<file path="config.mk">
export PLATFORM = sky130hd
export DESIGN_NAME = bwc_regs
export DESIGN_NICKNAME = d
export VERILOG_FILES = /design/src/logic/bwc_pkg.sv /design/src/logic/bwc_addr_xlate.sv /design/src/logic/bwc_regs.sv
export SDC_FILE = /design/constraint.sdc
export NUM_CORES = 1
export LEC_CHECK = 0
export CORE_MARGIN = 2
export CORE_UTILIZATION = 45
export CTS_CLUSTER_SIZE = 25
export DETAILED_ROUTE_END_ITERATION = 10
export DONT_BUFFER_PORTS = 1
export SKIP_LAST_GASP = 1
export SLEW_MARGIN = 30
export SYNTH_ARGS = -nofsm -noshare
export SYNTH_HDL_FRONTEND = slang
export SYNTH_HIERARCHICAL = 1
export SYNTH_SLANG_ARGS = --single-unit
</file>
<file path="constraint.sdc">
create_clock -name i_sys_clk -period 3.5 [get_ports i_sys_clk]
set_clock_uncertainty 0.1 [all_clocks]
set_input_delay 0.175 -clock i_sys_clk [delete_from_list [all_inputs] [get_ports i_sys_clk]]
set_output_delay 0.175 -clock i_sys_clk [all_outputs]
set_load 0.05 [all_outputs]
</file>
<file path="src/logic/bwc_pkg.sv">
// constants shared by the bridge window configuration bank
package bwc_pkg;
	// byte offsets, pci view
	localparam logic [8:0] OFS_MEM_REMAP = 9'h028;
	localparam logic [8:0] OFS_CFG_ADDR = 9'h02c;
	localparam logic [8:0] OFS_S1_RANGE = 9'h0f0;
	localparam logic [8:0] OFS_S1_REMAP = 9'h0f4;
	localparam logic [8:0] OFS_S1_DESC = 9'h0f8;
	localparam logic [8:0] OFS_UPPER = 9'h0fc;
	// local view sits this far above the pci view
	localparam logic [8:0] OFS_LOCAL_SHIFT = 9'h080;
	// reset values
	localparam logic [31:0] RST_ZERO = 32'h0000_0000;
	localparam logic [31:0] RST_S1_RANGE = 32'hfff0_0000;
	localparam logic [31:0] RST_S1_DESC = 32'h0000_0043;
	// writable bit masks
	localparam logic [31:0] WM_ALL = 32'hffff_ffff;
	localparam logic [31:0] WM_CFG = 32'h80ff_ffff;
	localparam logic [31:0] WM_S1_REMAP = 32'hffff_fffd;
	localparam logic [31:0] WM_S1_DESC = 32'h0000_7fff;
	// memory remap register fields
	localparam int MR_CACHE = 2;
	localparam int MR_PF_LO = 3;
	localparam int MR_RD_MODE = 4;
	localparam int MR_AF_LO = 5;
	localparam int MR_MWI = 9;
	localparam int MR_AF_HI = 10;
	localparam int MR_PF_LIMIT = 11;
	localparam int MR_PF_HI = 12;
	localparam int MR_IO_REMAP = 13;
	localparam int MR_WDLY = 14;
	// configuration address fields
	localparam int CF_ENABLE = 31;
	// space 1 fields
	localparam int RG_IO = 0;
	localparam int RM_ENABLE = 0;
	localparam int DS_WS = 2;
	localparam int DS_READY = 6;
	localparam int DS_BTERM = 7;
	localparam int DS_BURST = 8;
	localparam int DS_PF_DIS = 9;
	localparam int DS_CNT_EN = 10;
	localparam int DS_CNT = 11;
	// timing counts in pci clocks, and the write-invalidate fifo minimum in lwords
	localparam logic [4:0] WDLY_4 = 5'd4;
	localparam logic [4:0] WDLY_8 = 5'd8;
	localparam logic [4:0] WDLY_16 = 5'd16;
	localparam logic [5:0] MWI_MIN = 6'd8;
	// write delay sequencer
	typedef enum logic [0:0] {WD_IDLE, WD_WAIT} wdly_state_t;
endpackage : bwc_pkg

</file>
<file path="src/logic/bwc_addr_xlate.sv">
// address translation for the initiator path and space 1 target decode
module bwc_addr_xlate import bwc_pkg::*; (
	// register contents
	input wire logic [31:0] i_mem_remap,
	input wire logic [31:0] i_cfg_addr,
	input wire logic [31:0] i_s1_range,
	input wire logic [31:0] i_s1_remap,
	input wire logic [31:0] i_upper,
	// initiator request
	input wire logic [31:0] i_init_local_addr,
	input wire logic [15:0] i_init_range_mask,
	input wire logic i_init_is_io,
	// target request
	input wire logic [31:0] i_tgt_pci_addr,
	input wire logic [31:0] i_tgt_base,
	input wire logic i_tgt_is_io,
	// results
	output logic [31:0] o_init_pci_addr,
	output logic o_init_cfg_cycle,
	output logic o_init_dual_addr,
	output logic o_tgt_hit,
	output logic [31:0] o_tgt_local_addr
);
	logic [31:0] tmask; // decode mask for space 1
	logic s1_io; // space 1 sits in io space
	always_comb begin
		s1_io = i_s1_range[RG_IO];
		// memory: bits 31:4 decode; io: bits 31:2 decode
		tmask = s1_io ? {i_s1_range[31:2], 2'b00} : {i_s1_range[31:4], 4'h0};
		// hit needs enable, matching space kind and matching bits
		o_tgt_hit = i_s1_remap[RM_ENABLE] && (i_tgt_is_io == s1_io)
			&& (((i_tgt_pci_addr ^ i_tgt_base) & tmask) == RST_ZERO);
		// remap bits 3:2 only join in io mode
		o_tgt_local_addr = (i_tgt_pci_addr & ~tmask)
			| ({i_s1_remap[31:4], (s1_io ? i_s1_remap[3:2] : 2'b00), 2'b00} & tmask);
		// initiator address formation
		o_init_cfg_cycle = i_init_is_io && i_cfg_addr[CF_ENABLE];
		if (o_init_cfg_cycle) begin
			// bus, device, function, register and type
			o_init_pci_addr = {8'h00, i_cfg_addr[23:0]};
		end else if (i_init_is_io) begin
			// io remap select forces the upper half to zero
			o_init_pci_addr = {(i_mem_remap[MR_IO_REMAP] ? 16'h0000 : i_mem_remap[31:16]),
				i_init_local_addr[15:0]};
		end else begin
			// decoded bits are replaced by the remap value
			o_init_pci_addr = {(i_init_local_addr[31:16] & ~i_init_range_mask)
				| (i_mem_remap[31:16] & i_init_range_mask), i_init_local_addr[15:0]};
		end
		o_init_dual_addr = (i_upper != RST_ZERO);
	end
endmodule : bwc_addr_xlate

</file>
<file path="src/logic/bwc_regs.sv">
// configuration register bank for the initiator path and space 1
// Operation
// cache enable prefetches without limit
// prefetch size selects finish, 4, 8, 16
// read fifo full: release or hold bus
// almost full when occupancy exceeds threshold
// write-invalidate waits for 8/16 words; the code always waits for 8
// prefetch limit stops at 4 KB boundaries
// io remap select zeroes upper address
// burst write delays bus request 0/4/8/16
// memory remap replaces decoded address bits
// config enable turns io into config cycles
// space indicator picks memory or io
// location field encodes space placement
// range mask picks decoded bits; 1 MB
// space 1 decodes only when enabled
// remap replaces decoded bits for local
// width field 8/16/32, reset 32
// insert 0 to 15 wait states
// ready input enable; bterm enable
// burst only when burst enable set
// prefetch disable: disconnect each read
// count enable limits prefetch to count
// upper register nonzero gives dual address
// reserved bits read zero, fields read back
module bwc_regs import bwc_pkg::*; (
	// clock and reset
	input wire logic i_sys_clk,
	input wire logic i_reset,
	// register port
	input wire logic [8:0] i_reg_addr,
	input wire logic i_reg_wr,
	input wire logic i_reg_rd,
	input wire logic [3:0] i_reg_be,
	input wire logic [31:0] i_reg_wdata,
	output logic [31:0] o_reg_rdata,
	output logic o_reg_ack,
	// initiator path status from the engines
	input wire logic [5:0] i_wfifo_count,
	input wire logic i_rfifo_full,
	input wire logic [31:0] i_prefetch_addr,
	input wire logic i_wburst_start,
	// initiator address request
	input wire logic [31:0] i_init_local_addr,
	input wire logic [15:0] i_init_range_mask,
	input wire logic i_init_is_io,
	// target address request
	input wire logic [31:0] i_tgt_pci_addr,
	input wire logic [31:0] i_tgt_base,
	input wire logic i_tgt_is_io,
	// space 1 local bus
	input wire logic i_local_ready_input,
	input wire logic i_s1_data_phase,
	// initiator controls
	output logic o_write_fifo_almost_full_out,
	output logic o_mwi_mode,
	output logic o_pci_start_ok,
	output logic o_rd_release_bus,
	output logic o_rd_hold_irdy,
	output logic o_prefetch_unlimited,
	output logic [4:0] o_prefetch_lwords,
	output logic o_prefetch_stop,
	output logic o_pci_req_allow,
	output logic [31:0] o_init_pci_addr,
	output logic [31:0] o_init_upper_addr,
	output logic o_init_cfg_cycle,
	output logic o_init_dual_addr,
	output logic o_dm_mem_en,
	output logic o_dm_io_en,
	// space 1 controls
	output logic o_tgt_hit,
	output logic [31:0] o_tgt_local_addr,
	output logic [1:0] o_s1_width,
	output logic o_s1_wait_busy,
	output logic o_s1_ready,
	output logic o_s1_bterm_en,
	output logic o_s1_burst_en,
	output logic o_s1_disconnect_each,
	output logic o_s1_pf_unlimited,
	output logic [3:0] o_s1_pf_count
);
	// register storage
	logic [31:0] mem_remap_q;
	logic [31:0] cfg_addr_q;
	logic [31:0] s1_range_q;
	logic [31:0] s1_remap_q;
	logic [31:0] s1_desc_q;
	logic [31:0] upper_q;
	// address with the local view folded onto the pci view
	logic [8:0] ofs;
	// read data ahead of its flop
	logic [31:0] rdata_d;
	// ready pin synchroniser
	logic ready_meta_q;
	logic ready_sync_q;
	// write delay sequencer
	wdly_state_t wd_state_q;
	logic [4:0] wd_cnt_q;
	// wait state counter
	logic [3:0] ws_cnt_q;
	// fields pulled out for readability
	logic [1:0] pf_size;
	logic [4:0] af_level;
	logic [1:0] wdly_sel;

	// merge write data into a register under byte enables and writable mask
	function automatic logic [31:0] merge(input logic [31:0] old, input logic [31:0] wd,
		input logic [3:0] be, input logic [31:0] wm);
		logic [31:0] lanes;
		lanes = {{8{be[3]}}, {8{be[2]}}, {8{be[1]}}, {8{be[0]}}};
		merge = (old & ~(lanes & wm)) | (wd & lanes & wm);
	endfunction : merge

	// pci clocks of delay for each write delay code
	function automatic logic [4:0] wdly_cycles(input logic [1:0] sel);
		case (sel)
			2'b01: wdly_cycles = WDLY_4;
			2'b10: wdly_cycles = WDLY_8;
			2'b11: wdly_cycles = WDLY_16;
			default: wdly_cycles = 5'd0;
		endcase
	endfunction : wdly_cycles

	// the local view repeats the pci view one block higher
	always_comb begin
		// 0x0a8..0x0af holds nothing in the pci view, so it is local view too
		if (i_reg_addr >= 9'h100 || i_reg_addr[8:3] == 6'h15) begin
			ofs = i_reg_addr - OFS_LOCAL_SHIFT;
		end else begin
			ofs = i_reg_addr;
		end
	end

	// split fields spread over non adjacent bits, and the write delay code
	always_comb begin
		pf_size = {mem_remap_q[MR_PF_HI], mem_remap_q[MR_PF_LO]};
		af_level = {mem_remap_q[MR_AF_HI], mem_remap_q[MR_AF_LO+3:MR_AF_LO]};
		wdly_sel = mem_remap_q[MR_WDLY+1:MR_WDLY];
	end

	// initiator memory remap register
	always_ff @(posedge i_sys_clk) begin
		if (i_reset) begin
			mem_remap_q <= RST_ZERO;
		end else if (i_reg_wr && ofs == OFS_MEM_REMAP) begin
			mem_remap_q <= merge(mem_remap_q, i_reg_wdata, i_reg_be, WM_ALL);
		end
	end

	// configuration cycle address register
	always_ff @(posedge i_sys_clk) begin
		if (i_reset) begin
			cfg_addr_q <= RST_ZERO;
		end else if (i_reg_wr && ofs == OFS_CFG_ADDR) begin
			// bits 30:24 stay zero
			cfg_addr_q <= merge(cfg_addr_q, i_reg_wdata, i_reg_be, WM_CFG);
		end
	end

	// space 1 range register, defaults to a 1 MB window
	always_ff @(posedge i_sys_clk) begin
		if (i_reset) begin
			s1_range_q <= RST_S1_RANGE;
		end else if (i_reg_wr && ofs == OFS_S1_RANGE) begin
			s1_range_q <= merge(s1_range_q, i_reg_wdata, i_reg_be, WM_ALL);
		end
	end

	// space 1 remap register with enable in bit 0
	always_ff @(posedge i_sys_clk) begin
		if (i_reset) begin
			s1_remap_q <= RST_ZERO;
		end else if (i_reg_wr && ofs == OFS_S1_REMAP) begin
			// bit 1 stays zero
			s1_remap_q <= merge(s1_remap_q, i_reg_wdata, i_reg_be, WM_S1_REMAP);
		end
	end

	// space 1 bus region descriptor
	always_ff @(posedge i_sys_clk) begin
		if (i_reset) begin
			// 32-bit width and ready enabled after reset
			s1_desc_q <= RST_S1_DESC;
		end else if (i_reg_wr && ofs == OFS_S1_DESC) begin
			// bits 31:15 stay zero
			s1_desc_q <= merge(s1_desc_q, i_reg_wdata, i_reg_be, WM_S1_DESC);
		end
	end

	// upper address register for dual address cycles
	always_ff @(posedge i_sys_clk) begin
		if (i_reset) begin
			upper_q <= RST_ZERO;
		end else if (i_reg_wr && ofs == OFS_UPPER) begin
			upper_q <= merge(upper_q, i_reg_wdata, i_reg_be, WM_ALL);
		end
	end

	// read multiplexer, unmapped offsets read zero
	always_comb begin
		case (ofs)
			OFS_MEM_REMAP: rdata_d = mem_remap_q;
			OFS_CFG_ADDR: rdata_d = cfg_addr_q;
			OFS_S1_RANGE: rdata_d = s1_range_q;
			OFS_S1_REMAP: rdata_d = s1_remap_q;
			OFS_S1_DESC: rdata_d = s1_desc_q;
			OFS_UPPER: rdata_d = upper_q;
			default: rdata_d = RST_ZERO;
		endcase
	end

	// read data and acknowledge, one cycle after the strobe
	always_ff @(posedge i_sys_clk) begin
		if (i_reset) begin
			o_reg_rdata <= RST_ZERO;
			o_reg_ack <= 1'b0;
		end else begin
			// fields return what was last written
			if (i_reg_rd) begin
				o_reg_rdata <= rdata_d;
			end
			o_reg_ack <= i_reg_rd | i_reg_wr;
		end
	end

	// write fifo almost full and write-invalidate start gate
	always_ff @(posedge i_sys_clk) begin
		if (i_reset) begin
			o_write_fifo_almost_full_out <= 1'b0;
			o_pci_start_ok <= 1'b0;
		end else begin
			// strictly above the threshold
			o_write_fifo_almost_full_out <= ({1'b0, af_level} < i_wfifo_count);
			if (mem_remap_q[MR_MWI]) begin
				// hold the pci access until a full line is queued
				o_pci_start_ok <= (i_wfifo_count >= MWI_MIN);
			end else begin
				o_pci_start_ok <= (i_wfifo_count != 6'd0);
			end
		end
	end

	// read fifo full handling and 4 KB prefetch stop
	always_ff @(posedge i_sys_clk) begin
		if (i_reset) begin
			o_rd_release_bus <= 1'b0;
			o_rd_hold_irdy <= 1'b0;
			o_prefetch_stop <= 1'b0;
		end else begin
			// mode 0 gives the bus up, mode 1 parks with irdy off
			o_rd_release_bus <= i_rfifo_full & ~mem_remap_q[MR_RD_MODE];
			o_rd_hold_irdy <= i_rfifo_full & mem_remap_q[MR_RD_MODE];
			// last long word before a 4 KB boundary ends prefetch
			o_prefetch_stop <= mem_remap_q[MR_PF_LIMIT]
				&& (i_prefetch_addr[11:2] == 10'h3ff);
		end
	end

	// prefetch amount for initiator reads
	always_ff @(posedge i_sys_clk) begin
		if (i_reset) begin
			o_prefetch_unlimited <= 1'b1;
			o_prefetch_lwords <= 5'd0;
		end else begin
			// cache enable overrides the size
			// size 00 runs until the local access ends
			o_prefetch_unlimited <= mem_remap_q[MR_CACHE] || (pf_size == 2'b00);
			case (pf_size)
				2'b01: o_prefetch_lwords <= 5'd4;
				2'b10: o_prefetch_lwords <= 5'd8;
				2'b11: o_prefetch_lwords <= 5'd16;
				default: o_prefetch_lwords <= 5'd0;
			endcase
		end
	end

	// write delay: hold off the bus request after a burst write starts
	always_ff @(posedge i_sys_clk) begin
		if (i_reset) begin
			wd_state_q <= WD_IDLE;
			wd_cnt_q <= 5'd0;
		end else begin
			case (wd_state_q)
				WD_IDLE: begin
					// a zero code starts the cycle at once
					if (i_wburst_start && wdly_sel != 2'b00) begin
						wd_state_q <= WD_WAIT;
						// the start cycle itself is the first delayed clock
						wd_cnt_q <= wdly_cycles(wdly_sel) - 5'd2;
					end
				end
				WD_WAIT: begin
					// count down the programmed pci clocks
					if (wd_cnt_q == 5'd0) begin
						wd_state_q <= WD_IDLE;
					end else begin
						wd_cnt_q <= wd_cnt_q - 5'd1;
					end
				end
				default: wd_state_q <= WD_IDLE;
			endcase
		end
	end

	// request allowed except while the delay runs
	always_comb begin
		o_pci_req_allow = (wd_state_q == WD_IDLE)
			&& !(i_wburst_start && wdly_sel != 2'b00);
	end

	// two flops on the ready pin before anything reads it
	always_ff @(posedge i_sys_clk) begin
		if (i_reset) begin
			ready_meta_q <= 1'b0;
			ready_sync_q <= 1'b0;
		end else begin
			ready_meta_q <= i_local_ready_input;
			ready_sync_q <= ready_meta_q;
		end
	end

	// internal wait states between space 1 data phases
	always_ff @(posedge i_sys_clk) begin
		if (i_reset) begin
			ws_cnt_q <= 4'd0;
			o_s1_wait_busy <= 1'b0;
		end else if (i_s1_data_phase) begin
			// load the programmed 0..15 count
			ws_cnt_q <= s1_desc_q[DS_WS+3:DS_WS];
			o_s1_wait_busy <= (s1_desc_q[DS_WS+3:DS_WS] != 4'd0);
		end else if (ws_cnt_q != 4'd0) begin
			ws_cnt_q <= ws_cnt_q - 4'd1;
			o_s1_wait_busy <= (ws_cnt_q != 4'd1);
		end
	end

	// space 1 ready: the pin counts only when enabled
	always_ff @(posedge i_sys_clk) begin
		if (i_reset) begin
			o_s1_ready <= 1'b0;
		end else begin
			// disabled ready leaves timing to the wait counter
			o_s1_ready <= s1_desc_q[DS_READY] ? ready_sync_q : 1'b1;
		end
	end

	// space 1 and initiator static controls, driven from their register bits
	always_comb begin
		o_s1_width = s1_desc_q[1:0];
		o_s1_bterm_en = s1_desc_q[DS_BTERM];
		o_s1_burst_en = s1_desc_q[DS_BURST];
		// disconnect follows the prefetch disable bit alone, io or memory
		o_s1_disconnect_each = s1_desc_q[DS_PF_DIS];
		// count disabled means no count limit
		o_s1_pf_unlimited = ~s1_desc_q[DS_CNT_EN];
		o_s1_pf_count = s1_desc_q[DS_CNT+3:DS_CNT];
		o_mwi_mode = mem_remap_q[MR_MWI];
		o_dm_mem_en = mem_remap_q[0];
		o_dm_io_en = mem_remap_q[1];
		o_init_upper_addr = upper_q;
	end

	// address translation for both paths
	bwc_addr_xlate u_xlate (
		.i_mem_remap(mem_remap_q), .i_cfg_addr(cfg_addr_q), .i_s1_range(s1_range_q),
		.i_s1_remap(s1_remap_q), .i_upper(upper_q), .i_init_local_addr(i_init_local_addr),
		.i_init_range_mask(i_init_range_mask), .i_init_is_io(i_init_is_io),
		.i_tgt_pci_addr(i_tgt_pci_addr), .i_tgt_base(i_tgt_base), .i_tgt_is_io(i_tgt_is_io),
		.o_init_pci_addr(o_init_pci_addr), .o_init_cfg_cycle(o_init_cfg_cycle),
		.o_init_dual_addr(o_init_dual_addr), .o_tgt_hit(o_tgt_hit),
		.o_tgt_local_addr(o_tgt_local_addr));
endmodule : bwc_regs

</file>
-- After elaboration in Yosys (flattened, before gate mapping)
Cells that the tools add are included.
- bits in registers: 250
- input bits: 205
- output and inout port bits: 159
- logic and storage cells: 129
- add/sub/neg operators: 4
- order comparisons: 3
- equal/unequal tests: 18
- mux-type cells: 24
- bitwise gates (word level): 33
- reductions and logical operators: 25
- operator list (kind ; number):
    bitwise AND 32 bit ; 10
    bitwise OR 32 bit ; 6
    case mux 32 bit (6 select lines) ; 1
    inverter 32 bit ; 4
    2-to-1 mux 32 bit ; 2
    equality test 9 x 8 -> 1 bit, second input constant ; 4
    bitwise AND 16 bit ; 2
    zero test 32 bit ; 1
    inverter 15 -> 32 bit ; 1
    bitwise OR 32 x 15 -> 32 bit ; 1
    nonzero test 32 bit ; 1
    XOR 32 bit ; 1
    case mux 5 bit (3 select lines) ; 2
    2-to-1 mux 5 bit ; 5
    equality test 9 x 6 -> 1 bit, second input constant ; 2
    2-to-1 mux 16 bit ; 1
    inverter 16 bit ; 1
    bitwise OR 16 bit ; 1
    logical AND 1 bit ; 12
    2-to-1 mux 4 bit ; 3
    equality test 10 bit, second input constant ; 1
    case mux 5 bit (2 select lines) ; 1
    >= comparator 9 bit, second input constant ; 1
    2-to-1 mux 9 bit ; 1
    26 further kinds ; 42

-- Depth between registers and ports, before layout
Gate-level depths: netlist (run 1).
- word-level depth: 8
- gate-level depth with buffers: 8
- gate-level depth less buffers: 7

-- By module
Netlist (run 1), hierarchy kept.
- modules (own cells, without submodules) (module ; instances ; cells an instance ; area each (um^2) ; sequential area each (um^2)):
    bwc_regs ; 1 ; 1088 ; 9776.9 ; 4464.3
    bwc_addr_xlate ; 1 ; 180 ; 1470.2 ; 0.0

-- Least setup slack after synthesis (run 1)
OpenSTA, ideal clock, no wires.
- kind: reg-to-reg
- start point: register (tool-made name)
- end point: register wd_cnt_q[0]
- setup time: 86 ps
- arrival: 1861 ps
- data required time: 3314 ps
- slack: 1453 ps
- cell stages (with the launch flop): 7
- buffers on the path: 0
- period minus slack after synthesis: 2047 ps
- path through: dfxtp_1 -> inv_1 -> ha_1 -> inv_1 -> a21oi_1 -> a21oi_1 -> a211oi_1
- RTL lines (item ; RTL line ; text):
    to (signal assigned) ; bwc_regs.sv:289 ; wd_cnt_q <= wdly_cycles(wdly_sel) - 5'd2;
    to (signal assigned) ; bwc_regs.sv:297 ; wd_cnt_q <= wd_cnt_q - 5'd1;
    to (decl) ; bwc_regs.sv:98 ; logic [4:0] wd_cnt_q;

-- Final worst setup path (run 1)
- start point: input i_reg_addr[6]
- end point: register o_reg_rdata[2]
- cells in the longest elaborated chain, start to end: 5
- elaborated cells on any way between the ends: 12
- classes of those cells: add/sub: 1; order compare: 1; eq/ne: 7; mux: 2; reduce/logical: 1
- ends and longest elaborated chain (item ; RTL line ; text):
    from (decl) ; bwc_regs.sv:31 ; input wire logic [8:0] i_reg_addr,
    >= comparator 9 bit or equality test 6 x 5 -> 1 bit (tied branches) ; bwc_regs.sv:127 ; if (i_reg_addr >= 9'h100 || i_reg_addr[8:3] == 6'h15) begin
    logical OR 1 bit ; bwc_regs.sv:127 ;
    2-to-1 mux 9 bit * ; bwc_regs.sv:127 ;
    equality test 9 x 8 -> 1 bit or equality test 9 x 6 -> 1 bit (tied branches) ; bwc_regs.sv:201 ; case (ofs)
    case mux 32 bit (6 select lines) * ; bwc_regs.sv:201 ;
    to (signal assigned) ; bwc_regs.sv:220 ; o_reg_rdata <= rdata_d;
    to (decl) ; bwc_regs.sv:36 ; output logic [31:0] o_reg_rdata,
Mark *: on every way between the ends. The rest lies on a longest branch, timed or not.
A chain may end at the register's enable or synchronous reset.

==> metrics.yaml, run 1 <==
outcome: "complete, no violations"
grt_pass1_vias: 9344
yosysTopAreaCell: "dfxtp_1"
critPathKind: "in2reg"
die_area_um2: 26300
num_vias: 9722
final_cell_mix: "dfxtp_1 (223), mux2i_1 (166), nor2_1 (161)"
cts.sinks: 223
htreeDepth: 1
ys_warn_count: 6
clockRootBuffer: "clkbuf_16"
antenna_found_initial: 0
ant_nets: 0
leakage_uw: 0.00484
routed_via_density: 5.86
cts_tree: "done"
grt_pass1_wl_mm: 59.2
core_um2: 24500
comb_power_share_pct: 8.8
fp.dieH_um: 162
cts_resized: 0
dp_hpwl_mm: 27.9
final_hold_viol_count: 0
grt_max_degree: 187
layout-drive-gt1-share_pct: 7.43
clk_path_buf_depth: 3
worstPathArrival_ps: 3160
rsz0062_at_grt: "no"
synth_top_family_by_area: "simple AND/OR/NAND/NOR gates"
min_period_ps: 2830
slew_violations: 0
dp_worst_setup_slack_ps: 1050
pwr_density_cell_nw_per_um2: 455
final_common_cell: "dfxtp_1"
fin_nets: 1529
netlist.area_leader.share_pct: 39.7
ys_ff_latch: 223
p_switching_uw: 1500
io_pins: 364
crit_fanout: 14
grt_util_all_layers_pct: 29.6
dr.pass1.iters: 5
p_seq_share_pct: 44.0
synth_cells: 1268
grt.overflow.total: 0
ir_drop_v: 0.000323
cp_slowest_cell: "dlygate4sd3_1"
clockPowerShare_pct: 47.2
cap_violations: 0
synth_area_um2: 11200
async_reset_ff_share_pct: 0
seq_area_frac_synth_pct: 39.7
drt-initial-drc-count: 648
initial_utilization_pct: 46.0
drt_wl_total_mm: 40.3
fin_hold_ws_ps: 11.6
worstSetupStartpointType: "input pin"
hold_class: "in2reg"
wl_per_cell_um: 24.3
cp_cell_sequence: "and2_0 -> nand3_2 -> nor3_2 -> dlygate4sd3_1 -> nand2_1 -> dlygate4sd3_1 -> a311oi_1"
synth_edf_count: 0
syn_area_per_cell_um2: 8.87
synth.area.top_cells: "dfxtp_1 (40%), mux2i_1 (15%), nor2_1 (5.4%)"
route.detailed.drc: 0
relSlewSlack_pct: 33.0
path_common_cell: "dlygate4sd3_1"
synth_compound_area_share_pct: 13.1
synth-simple-area-share_pct: 19.9
clock_latency_ps: 530
worst_pin_slew_ps: 999
synthXorXnorAreaFrac_pct: 2.64
synth.distinct_cells: 67
tns_ps: 0
cts_inserted_buffers: 26
area_growth_pct: 16.3
dieWidth_um: 162
routabilityCongestion: 0.829
swShare_pct: 25.3
timing.fmax_ghz: 0.353
p_int_uw: 4440
num_rows: 57
critPathMaxStageDelay_ps: 700
endpoint_kind: "register"
synthMuxAreaShare_pct: 19.6
portBuffers: 0
path_clk_slew_ps: 60
setup_viol: 0
synth_fa_ha_area_share_pct: 1.22
synth_ff_type: "dfxtp_1"
period_share_pct: 80.9
finalWorstSetupSlack_ps: 670
worstPathRequired_ps: 3830
critical path: cells and delay by family:
| family | cells | cell delay, ps |
|---|---|---|
| buffers and inverters | 2 | 1270 |
| AOI/OAI and AO/OA | 1 | 240 |
| and+or+nand+nor | 4 | 1480 |
cell usage after synthesis, drive strengths merged, types with 8 or more instances:
cell type  instances
a211oi            12
a21oi             72
a221oi            11
a22o              15
a22oi             22
and3              12
buf               27
clkbuf            50
dfxtp            223
ha                11
inv               19
mux2              48
mux2i            166
nand2            151
nand2b            13
nand3             26
nand4              8
nor2             170
nor2b             12
nor3              31
nor4              13
o21ai             39
o22ai              8
xor2              31
layout make-up:
type	count	area [µm²]
fill	2274	11400
multi-input combinational	950	6360
sequential	223	4460
timing repair buffer	93	896
clock buffer	41	768
tap	324	405
clock inverter	7	110
inverter	19	71.3
antenna	1	2.50
stage by stage:
step	cells	area, µm²	util (%)	power (µW)
after floorplan	1269	11300	-	3040
after global placement	1539	11500	46.9	3050
after detailed placement	1539	11500	46.9	3050
after CTS	1657	13100	53.5	5980
after global routing	1657	13100	53.4	6110
final	1658	13100	53.4	5950
power by group through the flow:
stage	logic, µW	registers [µW]	clock network [µW]
after floorplan	377	2660	0
after global placement	377	2670	0
after detailed placement	379	2670	0
after CTS	521	2610	2840
after global routing	556	2610	2940
final	523	2610	2810
final timing paths:
path	start	end	slack (ps)	cells past startpoint
worst max register to register	register	o_reg_rdata[5]	1420	5
worst max-delay path	i_reg_addr[6]	o_reg_rdata[2]	670	7
worst min register to register	ready_sync_q	o_s1_ready	350	2
worst min-delay path	i_reg_addr[3]	o_reg_rdata[1]	10	4
metal layers:
layer / global-route usage (%) / wire, µm / vias up
li1: - / - / 4604
met1: 37.2 / 16500 / 4624
met2: 49.8 / 19100 / 416
met3: 7.10 / 3180 / 78
met4: 10.4 / 1450 / 0
met5: 0 / 0 / -
cell families after synthesis:
group           Yosys count
flops                   223
other cells               1
mux                     214
fa+ha+maj                11
buf+inv                  96
compound gates          221
simple gates            469
xor+xnor                 33
what timing repair did:
item,4_1_cts,5_1_grt
endpoints found under the hold margin,221,0
buffers inserted,0,0
hold buffers,70,0
(Power assumes the default switching activity.)
==> run 2: changes to the inputs <==
Settings changed: ABC_AREA set to 1.
Clock period 3.5 ns to 2.5 ns, I/O delays scaled along.
==> metrics.yaml, run 2 <==
outcome: "complete, no violations"
fin_hold_ws_ps: 35.1
dp_hpwl_mm: 30.0
worst_pin_slew_ps: 851
synth.distinct_cells: 43
cts_inserted_buffers: 24
ys_warn_count: 6
portBuffers: 0
synthXorXnorAreaFrac_pct: 0.231
relSlewSlack_pct: 43.1
endpoint_kind: "primary output"
layout.cells.non_filler: 2082
worstSetupStartpointType: "register"
num_rows: 58
synth_ff_type: "dfxtp_1"
rsz0062_at_grt: "no"
clk_path_buf_depth: 3
fp.dieH_um: 163
fin_nets: 1953
drt_wl_total_mm: 42.4
met2_usage_pct: 44.1
ir_drop_v: 0.000401
grt_pass1_wl_mm: 62.2
r2r-end: "o_write_fifo_almost_full_out"
grt_util_all_layers_pct: 30.5
ys_ff_latch: 223
worst-path-buf-inv: 0
place_inst: 1968
cts.sinks: 223
path_clk_slew_ps: 60
routabilityCongestion: 0.915
synth-simple-area-share_pct: 29.2
wl_per_cell_um: 20.4
synth.area.top_cells: "dfxtp_1 (39%), nand2_1 (10%), o21ai_0 (8.1%)"
period_share_pct: 95.5
clock_latency_ps: 520
worstPathRequired_ps: 2280
ys_top_cells_by_count: "nand2_1 (305), dfxtp_1 (223), nor2_1 (198)"
clockRootBuffer: "clkbuf_16"
finalPower_uw: 7920
antenna_found_initial: 5
yosysTopAreaCell: "dfxtp_1"
synth_most_common_cell: "nand2_1"
finalWorstSetupSlack_ps: 113
critPathKind: "reg2out"
hold_start: "i_reg_be[0]"
syn_area_per_cell_um2: 6.82
dieWidth_um: 163
min_period_ps: 2390
grt_pass1_vias: 10275
timing.fmax_ghz: 0.419
cap_violations: 0
drt-initial-drc-count: 1160
final_cell_mix: "nand2_1 (305), dfxtp_1 (223), nor2_1 (198)"
cp_slowest_cell: "dfxtp_1"
num_vias: 11765
regArea_um2: 4460
area_growth_pct: 17.3
use_met3_pct: 7.46
cts_tree: "done"
synth_cells: 1669
reg2regPathDepth: 10
synth_area_um2: 11400
multi_input_area_um2: 5810
pwr_density_cell_nw_per_um2: 594
seq_area_frac_synth_pct: 39.2
slew_violations: 0
route.detailed.drc: 0
setup_viol: 0
use_met1_pct: 44.5
core_um2: 25000
async_reset_ff_share_pct: 0
synth_top_family_by_area: "simple AND/OR/NAND/NOR gates"
worstPathArrival_ps: 2160
hold_class: "in2reg"
initial_utilization_pct: 45.6
hold_path_depth: 2
critPathMaxStageDelay_ps: 510
synth_fa_ha_area_share_pct: 1.21
final_common_cell: "nand2_1"
synth_compound_area_share_pct: 18.6
n_fill_cell: 2500
netlist.area_leader.share_pct: 39.2
leakage_uw: 0.00533
r2r_setup_slack_ps: 410
dp_worst_setup_slack_ps: 440
synthMuxAreaShare_pct: 1.78
grt_max_degree: 124
cp_cell_sequence: "nor4_1 -> nand2_1 -> nor2_1 -> nand2_1"
dr.pass1.iters: 5
die_area_um2: 26600
final_hold_viol_count: 0
io_pins: 364
crit_family: "simple AND/OR/NAND/NOR gates"
layout-drive-gt1-share_pct: 9.14
crit_fanout: 4
path_common_cell: "nand2_1"
grt.overflow.total: 0
ant_nets: 0
synth_edf_count: 0
busiest_layer: "met1"
htreeDepth: 1
tns_ps: 0
routed_via_density: 5.65
run 2: area by class of cell:
class	count	area share [%]
Timing Repair Buffer	139	9.39
Sequential cell	223	33.4
Tap cell	330	3.09
Clock buffer	36	5.45
Antenna cell	1	0.0187
Inverter	174	4.91
Clock inverter	4	0.150
Multi-Input combinational cell	1175	43.5
run 2: layer usage:
| metal | share of wire (%) | vias up |
|---|---|---|
| li1 | - | 5715 |
| met4 | 3.1 | 6 |
| met5 | 0.097 | - |
| met1 | 45 | 5365 |
| met2 | 42 | 598 |
| met3 | 10 | 81 |
run 2: how the worst max path moves through the flow:
stage                  startpoint          endpoint  slack (ps)  cells past startpoint
finish                   register  o_init_dual_addr         110                      4
global route        i_reg_addr[2]          register          20                      9
CTS                 i_reg_addr[2]          register          30                      8
detailed placement  i_reg_addr[5]          register         440                     10
global placement    i_reg_addr[3]          register         460                     10
floorplan                register       wd_cnt_q[1]         430                      9
run 2: worst reg2reg max path, stage by stage (launching register included):
cell and delay (ps):
dfxtp_1 380, ha_1 240, a21boi_0 120, o21ai_0 160, nand2_1 70, a21oi_1 130, nor2_1 50, nor2_1 90
nor2_1 40, dlygate4sd3_1 550, nor2_1 80
run 2: per-stage QoR:
stage,instance area (µm²),utilization (%)
CTS,13300,53.5
floorplan,11400,-
finish,13300,53.5
detailed placement,11900,47.5
global route,13300,53.5
global placement,11900,47.5
run 2: cells by family (layout without fill, tap and decap cells):
| family | count (synthesis) | after routing |
|---|---|---|
| AND/OR/NAND/NOR | 739 | 739 |
| AO/OA/AOI/OAI | 402 | 402 |
| buffers and inverters | 272 | 353 |
| flip-flops | 223 | 223 |
| multiplexers | 18 | 18 |
| adder cells (fa/ha/maj) | 11 | 11 |
| XOR/XNOR | 3 | 3 |
| other | 1 | 3 |
run 2: repair_timing:
| action | in CTS | in global routing |
|---|---|---|
| hold buffers | 73 | 0 |
| buffers inserted | 0 | 0 |
| endpoints found under the hold margin | 223 | 0 |
| setup endpoints to repair | 0 | 4 |
| resized for setup | 0 | 1 |
run 2: where the power goes:
part           internal (µW)  switching, µW
clock network           1990           1460
registers               3580           89.9
logic                    233            567
total                   5810           2120
==> run 3: changes to the inputs <==
--- a/config.mk
+++ b/config.mk
@@ -9,3 +9,3 @@
 export CORE_MARGIN = 2
-export CORE_UTILIZATION = 45
+export CORE_UTILIZATION = 55
 export CTS_CLUSTER_SIZE = 25
@@ -13,2 +13,3 @@
 export DONT_BUFFER_PORTS = 1
+export PLACE_DENSITY = 0.73
 export SKIP_LAST_GASP = 1
--- a/constraint.sdc
+++ b/constraint.sdc
@@ -4,2 +4,2 @@
 set_output_delay 0.125 -clock i_sys_clk [all_outputs]
-set_load 0.05 [all_outputs]
+set_load 0.005 [all_outputs]
==> metrics.yaml, run 3 (synthesis gave the netlist of run 2 again) <==
final_hold_viol_count: 0
layout-drive-gt1-share_pct: 6.77
cts.sinks: 223
design_area_um2: 13100
reg2regPathDepth: 6
area_growth_pct: 15.5
initial_utilization_pct: 56.2
leakage_uw: 0.00518
path_clk_slew_ps: 60
cts_inserted_buffers: 24
fin_hold_ws_ps: 30.6
crit_fanout: 25
htreeDepth: 1
grt.overflow.total: 0
portBuffers: 0
clk_path_buf_depth: 3
tns_ps: 0
final_common_cell: "nand2_1"
drt_wl_total_mm: 41.0
r2r_setup_slack_ps: 320
io_pins: 364
finalPower_uw: 7670
dieWidth_um: 148
pwr_density_cell_nw_per_um2: 584
n_fill_cell: 1835
fp.dieH_um: 148
grt_max_degree: 72
period_share_pct: 94.4
routed_via_density: 5.98
routabilityCongestion: 0.974
grt_util_all_layers_pct: 35.7
dr.pass1.iters: 6
drt-initial-drc-count: 1485
hold_start: "i_wfifo_count[3]"
route.detailed.drc: 0
endpoint_kind: "primary output"
die_area_um2: 21800
final_cell_mix: "nand2_1 (305), dfxtp_1 (223), nor2_1 (198)"
worstSetupStartpointType: "register"
hold_class: "in2reg"
cap_violations: 0
worstPathRequired_ps: 2280
num_rows: 52
fin_nets: 1927
hold-path-endpoint: "o_write_fifo_almost_full_out"
relSlewSlack_pct: 47.5
grt_pass1_wl_mm: 61.1
critPathKind: "reg2out"
wl_per_cell_um: 20.5
antenna_found_initial: 2
clockRootBuffer: "clkbuf_16"
hold_path_depth: 7
setup_viol: 0
cts_tree: "done"
worstPathArrival_ps: 2130
outcome: "complete, no violations"
ir_drop_v: 0.000457
num_vias: 11957
dp_hpwl_mm: 28.7
timing.fmax_ghz: 0.424
worst_pin_slew_ps: 788
clock_latency_ps: 520
r2r-end: "o_reg_rdata[1]"
dpl-instance-area_um2: 11400
grt_pass1_vias: 10586
core_um2: 20200
slew_violations: 0
rsz0062_at_grt: "no"
min_period_ps: 2360
ant_nets: 0
[run 3: cell count changes in the layout (fill, tap and decap cells not counted)]
cell | previous run | this run
buf_12 | 1 | 2
buf_4 | 65 | 22
clkbuf_1 | 5 | 8
clkinv_2 | 6 | 5
diode_2 | 1 | 2
dlygate4sd3_1 | 70 | 87
dlymetal6s4s_1 | 1 | 0
o21ai_0 | 169 | 183
o21ai_1 | 31 | 17
[run 3: worst max-delay path by stage]
stage | startpoint | endpoint
after floorplan | i_reg_addr[1] | register
after global placement | i_reg_addr[1] | register
after detailed placement | i_reg_addr[1] | register
after CTS | i_reg_wr | register
after global routing | i_reg_addr[3] | register
final | register | o_init_pci_addr[18]
[run 3: stage by stage]
stage	instances	setup WS [ps]	utilization [%]
after floorplan	1670	998	-
after global placement	1860	372	56.5
after detailed placement	1860	280	56.5
after CTS	1991	37.9	64.7
after global routing	1998	23.5	64.9
final	1999	141	64.9
[run 3: what timing repair did]
action / 4_1_cts / 5_1_grt
hold buffers: 89 / 0
setup endpoints to repair: 0 / 10
resized for setup: 0 / 0
endpoints found under the hold margin: 221 / 0
buffers inserted: 0 / 6
[run 3: power by group]
part | switching [µW] | total, µW | internal (µW)
Sequential | 28.5 | 3610 | 3580
Combinational | 401 | 608 | 207
Clock | 1450 | 3450 | 2000
[run 3: routing by layer]
| metal | global-route usage, % | share of wire [%] | wire [µm] | vias to the layer above |
|---|---|---|---|---|
| met3 | 9.81 | 13 | 5300 | 99 |
| met5 | 0 | 0.032 | 13 | - |
| li1 | - | - | - | 5669 |
| met2 | 54.3 | 43 | 17800 | 748 |
| met1 | 50.2 | 41 | 16700 | 5439 |
| met4 | 9.19 | 2.9 | 1210 | 2 |
[run 3: critical path: stages, from the launching register on]
cell     delay (ps)
dfxtp_1         440
nand2_2         290
inv_2           520
a22oi_1         200
o21ai_0         160
[run 3: final cells by class]
class	instances	area [µm²]	share of cell area, %
multi-input combinational	1175	5810	44.2
clock buffer	39	738	5.62
clock inverter	3	15.0	0.114
timing repair buffer	113	1110	8.44
inverter	174	656	4.99
sequential	223	4460	34.0
antenna	2	5.00	0.0381
tap	270	338	2.57
